File: src/hw/rwi_defines.svh
`ifndef RWI_DEFINES_SVH
`define RWI_DEFINES_SVH
// apb byte offsets
`define RWI_OFF_CTRL 12'h000
`define RWI_OFF_STATUS 12'h004
`define RWI_OFF_MASK 12'h008
`define RWI_OFF_PC 12'h00C
`define RWI_OFF_STACK_TOP 12'h010
`define RWI_OFF_STACK_PTR 12'h014
`define RWI_OFF_INT_CTRL 12'h018
`define RWI_OFF_PERIPH_FLAG 12'h01C
`define RWI_OFF_PORT_PINS 12'h020
`define RWI_OFF_PORT_LATCH 12'h024
`define RWI_OFF_PORT_DIR 12'h028
`define RWI_OFF_CFG 12'h02C
// widths
`define RWI_PC_W 21
`define RWI_SP_W 5
// vectors
`define RWI_VEC_HIGH 21'h000008
`define RWI_VEC_LOW 21'h000018
`define RWI_PC_STEP 21'h000002
// interrupt control reset values, unimplemented masks
`define RWI_INTCON_RST 8'h00
`define RWI_INTCON2_RST 8'hF5
`define RWI_INTCON2_IMPL 8'hF5
`define RWI_INTCON3_RST 8'hC0
`define RWI_INTCON3_IMPL 8'hDB
`define RWI_PIR1_IMPL 8'h7F
`define RWI_PIR2_IMPL 8'h1F
`define RWI_PORT_BIT6 6
`define RWI_HIGH_PRIORITY_GLOBAL_ENABLE_BIT 7
`define RWI_LOW_PRIORITY_GLOBAL_ENABLE_BIT 6
// status bits: 0 por, 1 group reset, 2 wake, 3 vectored
`define RWI_EV_W 4
`define RWI_EV_POR 0
`define RWI_EV_GRP 1
`define RWI_EV_WAKE 2
`define RWI_EV_VEC 3
// ctrl bit: software reset request
`define RWI_CTRL_SWRST 0
`endif

File: src/hw/rwi_pkg.sv
package rwi_pkg;
  typedef enum logic [1:0] {
    RWI_RST_NONE = 2'h0,
    RWI_RST_POR = 2'h1,
    RWI_RST_GRP = 2'h3,
    RWI_RST_WAKE = 2'h2
  } rwi_rst_class_t;
  typedef enum logic [1:0] {
    RWI_OSC_OTHER = 2'h0,
    RWI_OSC_EXT_IO = 2'h1,
    RWI_OSC_RC_IO = 2'h3
  } rwi_osc_mode_t;
  typedef enum logic [1:0] {
    RWI_ST_RUN = 2'h0,
    RWI_ST_SLEEP = 2'h1,
    RWI_ST_WAKE = 2'h3
  } rwi_state_t;
endpackage

File: src/hw/rwi_reset_wake_init.sv
`timescale 1ns/1ns
`include "rwi_defines.svh"
module rwi_reset_wake_init
  import rwi_pkg::*;
(
  // clock and reset
  input wire logic CORE_CLK,
  input wire logic RST,
  // apb slave
  input wire logic PSEL,
  input wire logic PENABLE,
  input wire logic PWRITE,
  input wire logic [11:0] PADDR,
  input wire logic [31:0] PWDATA,
  output logic [31:0] PRDATA,
  output logic PREADY,
  output logic PSLVERR,
  // reset sources
  input wire logic POR_EVENT,
  input wire logic GRP_RESET_EVENT,
  // sleep and wake
  input wire logic SLEEP_REQ,
  input wire logic WAKE_WDT,
  input wire logic WAKE_IRQ,
  input wire logic [7:0] WAKE_PERIPH_FLAGS,
  input wire logic WAKE_IRQ_HIGH,
  // port pins seen from outside
  input wire logic [7:0] PORT_PIN_IN,
  output logic [7:0] PORT_LATCH_OUT,
  output logic [7:0] PORT_DIR_OUT,
  // status
  output logic [`RWI_PC_W-1:0] PC_OUT,
  output logic ASLEEP,
  output logic IRQ
);
  rwi_state_t state_ff, nxt_state;
  logic [`RWI_PC_W-1:0] pc_ff, tos_ff;
  logic [`RWI_SP_W-1:0] sp_ff;
  logic [7:0] intcon_ff, intcon2_ff, intcon3_ff, pir1_ff, pir2_ff;
  logic [7:0] latch_ff, dir_ff;
  logic [2:0] cfg_ff;
  logic [`RWI_EV_W-1:0] status_ff, mask_ff, ev;
  logic swrst_ff;
  logic wr, rd, grp, wake_irq, vec;
  logic [7:0] pins_g, latch_g, dir_g;
  logic [31:0] nxt_rdata;

  // apb strobes; zero wait states
  assign wr = PSEL & PENABLE & PWRITE;
  assign rd = PSEL & ~PWRITE & ~PENABLE;
  assign PREADY = 1'b1;
  assign PSLVERR = 1'b0;
  assign grp = GRP_RESET_EVENT | swrst_ff;
  // wake by interrupt only honoured while asleep
  assign wake_irq = (state_ff == RWI_ST_SLEEP) & WAKE_IRQ & ~POR_EVENT & ~grp;
  // vector only with a global enable
  assign vec = wake_irq & (intcon_ff[`RWI_HIGH_PRIORITY_GLOBAL_ENABLE_BIT] | intcon_ff[`RWI_LOW_PRIORITY_GLOBAL_ENABLE_BIT]);

  // address match helper
  function automatic logic hit(input logic [11:0] a, input logic [11:0] off);
    return a == off;
  endfunction

  // sleep state machine
  always_comb begin
    nxt_state = state_ff;
    case (state_ff)
      RWI_ST_RUN: begin
        if (SLEEP_REQ) begin
          nxt_state = RWI_ST_SLEEP;
        end
      end
      RWI_ST_SLEEP: begin
        if (WAKE_IRQ | WAKE_WDT) begin
          nxt_state = RWI_ST_WAKE;
        end
      end
      RWI_ST_WAKE: nxt_state = RWI_ST_RUN;
      default: nxt_state = RWI_ST_RUN;
    endcase
    if (POR_EVENT | grp) begin
      nxt_state = RWI_ST_RUN;
    end
  end

  always_ff @(posedge CORE_CLK) begin
    if (RST) begin
      state_ff <= RWI_ST_RUN;
    end else begin
      state_ff <= nxt_state;
    end
  end
  assign ASLEEP = (state_ff == RWI_ST_SLEEP);

  // software reset request is one-shot
  always_ff @(posedge CORE_CLK) begin
    if (RST) begin
      swrst_ff <= 1'b0;
    end else begin
      swrst_ff <= wr & hit(PADDR, `RWI_OFF_CTRL) & PWDATA[`RWI_CTRL_SWRST];
    end
  end

  // program counter and stack
  always_ff @(posedge CORE_CLK) begin
    if (RST | POR_EVENT) begin
      pc_ff <= '0;
      tos_ff <= '0;
      sp_ff <= '0;
    end else if (grp) begin
      pc_ff <= '0;
      tos_ff <= '0;
    end else if (vec) begin
      // save pc to top of stack
      tos_ff <= pc_ff;
      sp_ff <= sp_ff + `RWI_SP_W'(1);
      pc_ff <= WAKE_IRQ_HIGH ? `RWI_VEC_HIGH : `RWI_VEC_LOW;
    end else if ((state_ff == RWI_ST_SLEEP) & (WAKE_IRQ | WAKE_WDT)) begin
      // wake without vectoring resumes at the next instruction
      pc_ff <= pc_ff + `RWI_PC_STEP;
    end else if (wr & hit(PADDR, `RWI_OFF_PC)) begin
      pc_ff <= PWDATA[`RWI_PC_W-1:0];
    end
  end
  assign PC_OUT = pc_ff;

  // interrupt control and flag registers
  always_ff @(posedge CORE_CLK) begin
    if (RST | POR_EVENT | grp) begin
      intcon_ff <= `RWI_INTCON_RST;
      intcon2_ff <= `RWI_INTCON2_RST;
      intcon3_ff <= `RWI_INTCON3_RST;
      pir1_ff <= 8'h00;
      pir2_ff <= 8'h00;
    end else begin
      if (wr & hit(PADDR, `RWI_OFF_INT_CTRL)) begin
        intcon_ff <= PWDATA[7:0];
        intcon2_ff <= PWDATA[15:8] & `RWI_INTCON2_IMPL;
        intcon3_ff <= PWDATA[23:16] & `RWI_INTCON3_IMPL;
      end
      if (wr & hit(PADDR, `RWI_OFF_PERIPH_FLAG)) begin
        pir1_ff <= PWDATA[7:0] & `RWI_PIR1_IMPL;
        pir2_ff <= PWDATA[15:8] & `RWI_PIR2_IMPL;
      end
      if (wake_irq) begin
        pir1_ff <= (pir1_ff | WAKE_PERIPH_FLAGS) & `RWI_PIR1_IMPL;
      end
    end
  end

  // port latch and direction
  always_ff @(posedge CORE_CLK) begin
    if (RST | POR_EVENT | grp) begin
      latch_ff <= 8'h00;
      dir_ff <= 8'hFF;
    end else begin
      if (wr & hit(PADDR, `RWI_OFF_PORT_LATCH)) begin
        latch_ff <= PWDATA[7:0];
      end
      if (wr & hit(PADDR, `RWI_OFF_PORT_DIR)) begin
        dir_ff <= PWDATA[7:0];
      end
    end
  end

  // config: bit 0 variant has bit 6, bits 2:1 oscillator mode
  always_ff @(posedge CORE_CLK) begin
    if (RST) begin
      cfg_ff <= 3'h0;
    end else if (wr & hit(PADDR, `RWI_OFF_CFG)) begin
      cfg_ff <= PWDATA[2:0];
    end
  end

  rwi_port_gate u_gate (
    .bit6_present(cfg_ff[0]),
    .osc_mode(rwi_osc_mode_t'(cfg_ff[2:1])),
    .raw_pins(PORT_PIN_IN),
    .raw_latch(latch_ff),
    .raw_dir(dir_ff),
    .first_port_pins(pins_g),
    .first_port_latch(latch_g),
    .first_port_direction(dir_g)
  );
  // pins see the gated views, so a disabled bit 6 never leaves the block
  assign PORT_LATCH_OUT = latch_g;
  assign PORT_DIR_OUT = dir_g;

  // event status, write one to clear, set wins
  always_comb begin
    ev = '0;
    ev[`RWI_EV_POR] = POR_EVENT;
    ev[`RWI_EV_GRP] = grp;
    ev[`RWI_EV_WAKE] = wake_irq | ((state_ff == RWI_ST_SLEEP) & WAKE_WDT);
    ev[`RWI_EV_VEC] = vec;
  end

  always_ff @(posedge CORE_CLK) begin
    if (RST) begin
      status_ff <= '0;
      mask_ff <= '0;
    end else begin
      if (wr & hit(PADDR, `RWI_OFF_MASK)) begin
        mask_ff <= PWDATA[`RWI_EV_W-1:0];
      end
      if (wr & hit(PADDR, `RWI_OFF_STATUS)) begin
        status_ff <= (status_ff & ~PWDATA[`RWI_EV_W-1:0]) | ev;
      end else begin
        status_ff <= status_ff | ev;
      end
    end
  end
  assign IRQ = |(status_ff & mask_ff);

  // read mux; unmapped reads zero
  always_comb begin
    nxt_rdata = 32'h0000_0000;
    case (PADDR)
      `RWI_OFF_STATUS: nxt_rdata = {28'h0, status_ff};
      `RWI_OFF_MASK: nxt_rdata = {28'h0, mask_ff};
      `RWI_OFF_PC: nxt_rdata = {11'h0, pc_ff};
      `RWI_OFF_STACK_TOP: nxt_rdata = {11'h0, tos_ff};
      `RWI_OFF_STACK_PTR: nxt_rdata = {27'h0, sp_ff};
      `RWI_OFF_INT_CTRL: nxt_rdata = {8'h0, intcon3_ff, intcon2_ff, intcon_ff};
      `RWI_OFF_PERIPH_FLAG: nxt_rdata = {16'h0, pir2_ff, pir1_ff};
      `RWI_OFF_PORT_PINS: nxt_rdata = {24'h0, pins_g};
      `RWI_OFF_PORT_LATCH: nxt_rdata = {24'h0, latch_g};
      `RWI_OFF_PORT_DIR: nxt_rdata = {24'h0, dir_g};
      `RWI_OFF_CFG: nxt_rdata = {29'h0, cfg_ff};
      default: nxt_rdata = 32'h0000_0000;
    endcase
  end

  // read data registered in setup, valid in access phase
  always_ff @(posedge CORE_CLK) begin
    if (RST) begin
      PRDATA <= 32'h0000_0000;
    end else if (rd) begin
      PRDATA <= nxt_rdata;
    end
  end
endmodule // rwi_reset_wake_init

File: src/hw/rwi_port_gate.sv
`timescale 1ns/1ns
`include "rwi_defines.svh"
// masks bit 6 of the first port registers by variant and oscillator mode
module rwi_port_gate
  import rwi_pkg::*;
(
  // config
  input wire logic bit6_present,
  input wire rwi_osc_mode_t osc_mode,
  // raw values
  input wire logic [7:0] raw_pins,
  input wire logic [7:0] raw_latch,
  input wire logic [7:0] raw_dir,
  // gated values
  output logic [7:0] first_port_pins,
  output logic [7:0] first_port_latch,
  output logic [7:0] first_port_direction
);
  logic bit6_on;
  logic [7:0] keep;
  assign bit6_on = bit6_present &
                   ((osc_mode == RWI_OSC_EXT_IO) | (osc_mode == RWI_OSC_RC_IO));
  assign keep = ~(8'h01 << `RWI_PORT_BIT6) | ({8{bit6_on}} & (8'h01 << `RWI_PORT_BIT6));
  assign first_port_pins = raw_pins & keep;
  assign first_port_latch = raw_latch & keep;
  assign first_port_direction = raw_dir & keep;
endmodule // rwi_port_gate

File: config.mk
export PLATFORM = sky130hd
export DESIGN_NAME = rwi_reset_wake_init
export DESIGN_NICKNAME = d
export VERILOG_FILES = /design/src/hw/rwi_pkg.sv /design/src/hw/rwi_reset_wake_init.sv /design/src/hw/rwi_port_gate.sv
export VERILOG_INCLUDE_DIRS = /design/src /design/src/hw
export SDC_FILE = /design/constraint.sdc
export NUM_CORES = 1
export LEC_CHECK = 0
export BUFFER_PORTS_ARGS = -buffer_cell sky130_fd_sc_hd__buf_2
export CAP_MARGIN = 20
export CORE_MARGIN = 4
export CORE_UTILIZATION = 30
export DETAILED_ROUTE_END_ITERATION = 10
export PLACE_DENSITY = 0.58
export SLEW_MARGIN = 30
export SYNTH_ARGS = -nofsm -noshare
export SYNTH_HDL_FRONTEND = slang
export SYNTH_SLANG_ARGS = --single-unit
File: constraint.sdc
create_clock -name CORE_CLK -period 1.7 [get_ports CORE_CLK]
set_input_delay 0.17 -clock CORE_CLK [delete_from_list [all_inputs] [get_ports CORE_CLK]]
set_output_delay 0.17 -clock CORE_CLK [all_outputs]
set_load 0.02 [all_outputs]
* Yosys cells after proc, flatten, opt, wreduce, memory -nomap -nowiden *
Cells that the tools add are included.

word-level totals
  register bits after elaboration = 141
  word-level logic and storage cells = 96
  input bits = 71
  output and inout bits = 73

cells by class
  mux-type cells = 11
  eq/ne operators = 16
  reduce and logical (&&, ||, !) cells = 9
  $add $sub $neg = 2
  bitwise logic cells = 42

operators by type and width
  cell                   count
  $pmux 24 s11           1
  $mux 21                3
  $eq 12x5->1 const B    4
  $eq 12x6->1 const B    4
  $and 8x8->8            3
  $eq 12x4->1 const B    2
  $add 21x2->21 const B  1
  $and 1x1->1            21
  $mux 7                 2
  $eq 12x3->1 const B    1
  $logic_not 12->1       1
  $and 4x4->4            2
  $or 1x1->1             8
  $or 4x4->4             2
  $or 7x7->7             1
  $add 5x1->5 const B    1
  $mux 5                 1
  $eq 2x1->1 const B     2
  $mux 2                 2
  $mux 4                 1
  $not 1->1              4
  $not 4->4              1
  $pmux 2 s2             1
  $reduce_and 2->1       2
  8 further kinds        9

* Longest topological paths before layout *
  word-level depth = 7
  gate-level depth with buffers = 8
  mapped depth without buffers = 6

* Modules after synthesis *
Synthesis repeated with hierarchy kept, for this count alone.

unflattened totals
  cell total of the unflattened synthesis = 780
  area total of the unflattened synthesis = 6615.1 sq um

modules (own cells, without submodules)
  module               sequential area each (sq um)  cells each  area each (sq um)  instances
  rwi_reset_wake_init  2642.5                        756         6438.7             1
  rwi_port_gate        0.0                           24          176.4              1

* Worst setup path before layout *
Ideal clock, no wire load.

  path kind = register -> register
  start point = reg pc_ff[8] (netlist: PC_OUT[8])
  end point = reg pc_ff[19] (netlist: PC_OUT[19])
  stages on the path, launching flop included = 7
  period minus slack after synthesis = 2.012 ns
  setup time = 0.114 ns
  path buffers = 1
  required time = 1.586 ns
  slack = -0.312 ns
  data arrival time = 1.898 ns
  cells stage by stage = dfxtp_1 clkbuf_1 nand4_1 nor4_1 and2_1 o22ai_1 a21o_1

between the ends
  cells in the longest elaborated chain, start to end = 3

ends and longest elaborated chain
  element                         line                        source
  start, declared                 rwi_reset_wake_init.sv:37   logic [`RWI_PC_W-1:0] pc_ff, tos_ff;
  start signal, assigned          rwi_reset_wake_init.sv:117  pc_ff <= WAKE_IRQ_HIGH ? `RWI_VEC_HIGH : `RWI_VEC_LOW;
  start signal, assigned          rwi_reset_wake_init.sv:120  pc_ff <= pc_ff + `RWI_PC_STEP;
  start signal, assigned          rwi_reset_wake_init.sv:122  pc_ff <= PWDATA[`RWI_PC_W-1:0];
  $add 21x2->21 (no source line)  n/a
  $mux 21                         rwi_reset_wake_init.sv:118  end else if ((state_ff == RWI_ST_SLEEP) & (WAKE_IRQ | WAKE_WDT)) begin
  $mux 21                         rwi_reset_wake_init.sv:113  end else if (vec) begin

Every way passes these cells.
A chain may end at the register's enable or synchronous reset.

* Worst setup path after layout *
  start point = reg pc_ff[1] (netlist: PC_OUT[1])
  end point = reg pc_ff[14] (netlist: PC_OUT[14])

Same word-level chain as after synthesis.

==> results.txt <==
Area contributors post-synth = dfxtp_1 41%, nand2_1 11%, a21oi_1 5.0%, mux2i_1 3.4%, o21ai_0 3.0%
Global Route Usage Sum = 0.200
Largest net degree at the start of global routing = 24
Netlist cell types = 67
Remaining global-route overflow = 0
Req. time, crit path = 2.04 ns
Compound-Gate Fraction of Synth Area = 0.187
Most frequent cells in the layout = 186 x nand2_1, 129 x buf_4, 126 x dfxtp_1
Clk_lat worst skew = 0.42 ns
Drt total wl = 24,500 µm
Fraction of registers with async set/reset = 0
Maximum vdd ir drop = 0.000511 V
Commonest non-fill, non-tap cell in the layout = nand2_1
Crit share post-route = 1.01
Clk_skew = 0.00776 ns
Sequential share of the synthesized area = 0.407
Critical path's largest stage delay = 0.39 ns
Hold depth = 3
Max-Cap Viols = 0
Initial Util = 0.307
Die outline width = 155 µm
Core footprint = 0.0212 mm²
Post-Syn Area = 0.00650 mm²
Mux contribution to synthesized area = 0.0720
Crit path max-delay cell type = or3_4
DIE AREA = 0.0241 mm²
Die Y-Extent = 155 µm
#FFs+latches synth = 132
# nets final = 1,090
Largest area contributor in the netlist = dfxtp_1
Hold wc startpoint = PWDATA[15]
Setup TNS = -0.0114 ns
Max-slew violations = 0
Fillcell total = 2,102
Simple-gate share of the synthesized area = 0.252
Buffers on Ports = 122
Power Density = 822 mW/mm²
Critical path launch point = PC_OUT[1]
Vias post-DR = 6,804
TritonCTS clock tree = done
Hold slack = 0.00881 ns
R2r worst-path depth = 6
Post-Synth XOR/XNOR Area = 0.0121
Layout cell share with drive strength beyond 1 = 0.342
Ant. Diodes = 0
Initial antenna violation count = 0
Max frequency = 584 MHz
CTS clk-pin slew, worst paths = 0.06 ns
Global-route wire length before repair = 37,400 µm
Crit-path cells = buf_4 -> nand4_1 -> or3_4 -> nor2_2 -> mux2_4 -> a21oi_1
Via density = 5.21
Crit path launch type = flop
Hold Crit Class = in2reg
Slew HR = 0.620
WL/cell = 18.8 µm
R2R Path Start = PC_OUT[1]
Dpl hpwl = 18,500 µm
Worst Tran Pin Value = 0.562 ns
Worst Path Max Fanout = 7
Drt first pass iters = 6
Vias in the first global route = 6,584
Placer Congestion = 0.890
Synthesis Warnings = 0
Share of the synthesized area in the top cell type = 0.407
CTS Sinks = 132
Final setup fails = 1
CP endpoint kind = flop
Mean Syn Cell Area = 8.13 µm²
Failing checks = setup timing
Power after layout = 0.00740 W
PnR worst setup slack = -0.0114 ns
Hold Vio Cnt, Final = 0
Place WS = -0.250 ns
Cts bufs inserted = 17
RSZ-0062 raised after global routing = yes
Initial drt markers = 669
WS Path Type = reg2reg
Layout area overhead = 38.6%
CP arrival = 2.06 ns
DRC viols = 0
Antenna Violating Nets Remaining = 0
Post-synth EDFFs = 0
Final Critical Period = 1.71 ns
Outcome = finished with violations
Root Driver = clkbuf_16
Post-synthesis cell count = 799
Main combinational cell family by area after synthesis = simple AND/OR/NAND/NOR gates
Row count = 53
Clock tree buffer depth = 2
Leakage = 3.69 nW
Main synth FF type = dfxtp_1
Synth Area in Adders = 0.00385
H-Tree Level Count = 4
Ports = 144
sequential cells by signal, summed over array words and instances, names as in the netlist:
name        flops
pir1_ff         7
PRDATA         23
mask_ff         4
state_ff        2
cfg_ff          3
status_ff       4
latch_ff        8
PC_OUT         21
tos_ff         21
dir_ff          8
sp_ff           5
pir2_ff         5
intcon_ff       8
swrst_ff        1
intcon3_ff      6
intcon2_ff      6
routing by layer:
| layer | wire, µm | global-route usage | vias to the layer above |
|---|---|---|---|
| met3 | 1920 | 0.0451 | 37 |
| met2 | 11500 | 0.331 | 252 |
| met1 | 10600 | 0.260 | 3247 |
| met4 | 480 | 0.0635 | 0 |
| li1 | - | - | 3268 |
| met5 | 0 | 0 | - |
repair_timing:
action                                 CTS  global route
endpoints found under the hold margin    6             0
setup endpoints to repair                2            12
buffers inserted                         2             0
gates cloned                             0             0
pin swaps                                5             4
gates resized for setup                  3            10
hold buffers                             6             0
power breakdown:
group / switching [W] / total, W / internal, W / leakage (nW)
Combinational: 0.000299 / 0.000511 / 0.000212 / 2.33
Sequential: 0.00000571 / 0.00310 / 0.00310 / 1.07
Clock: 0.00139 / 0.00379 / 0.00240 / 0.299
cells by family after synthesis:
logic type / Yosys count
AND/OR/NAND/NOR: 345
AO/OA/AOI/OAI: 191
buffers and inverters: 82
XOR/XNOR: 9
multiplexers: 36
flip-flops: 132
adder cells (fa/ha/maj): 2
other: 2
critical path: cells and delay by family, from the launching register on:
kind                   cells  cell delay (ns)
flip-flops                 1             0.35
AO/OA/AOI/OAI              1             0.14
buffers and inverters      1             0.19
multiplexers               1             0.31
AND/OR/NAND/NOR            3             0.65
area by class of cell:
type / instances / area (µm²) / area share
Inverter: 7 / 26.3 / 0.00292
Clock buffer: 25 / 517 / 0.0574
Multi-Input combinational cell: 594 / 3580 / 0.398
Clock inverter: 7 / 91.3 / 0.0101
Sequential cell: 132 / 2660 / 0.295
Timing Repair Buffer: 265 / 1790 / 0.199
Tap cell: 275 / 344 / 0.0382
cells in the mapped netlist (6+ instances only):
| master | count |
|---|---|
| and3_1 | 7 |
| nor3_1 | 16 |
| mux4_2 | 8 |
| xor2_1 | 7 |
| mux2i_1 | 22 |
| o21ai_1 | 8 |
| a31oi_1 | 8 |
| dfxtp_1 | 132 |
| a21oi_1 | 65 |
| nand3_1 | 27 |
| clkbuf_1 | 36 |
| a22oi_1 | 17 |
| nand4_1 | 12 |
| o21a_1 | 6 |
| nor2_1 | 40 |
| nand2_1 | 187 |
| inv_1 | 7 |
| a221oi_1 | 6 |
| o21ai_0 | 39 |
| or2_2 | 6 |
| nor4_1 | 10 |
| a222oi_1 | 8 |
| mux2_2 | 6 |
| buf_4 | 25 |
| buf_2 | 8 |
worst paths after layout:
check / slack, ns / end
max: -0.01 / PC_OUT[14]
min: 0.009 / intcon2_ff[7]
max reg2reg: -0.01 / PC_OUT[14]
min reg2reg: 0.44 / PRDATA[13]
metrics by stage:
step / utilization / instance area (µm²) / std cells
finish: 0.426 / 9010 / 1305
global route: 0.426 / 9010 / 1305
CTS: 0.424 / 8960 / 1305
detailed placement: 0.391 / 8280 / 1265
global placement: 0.391 / 8280 / 1265
floorplan: - / 6670 / 808
(Power assumes the default switching activity.)
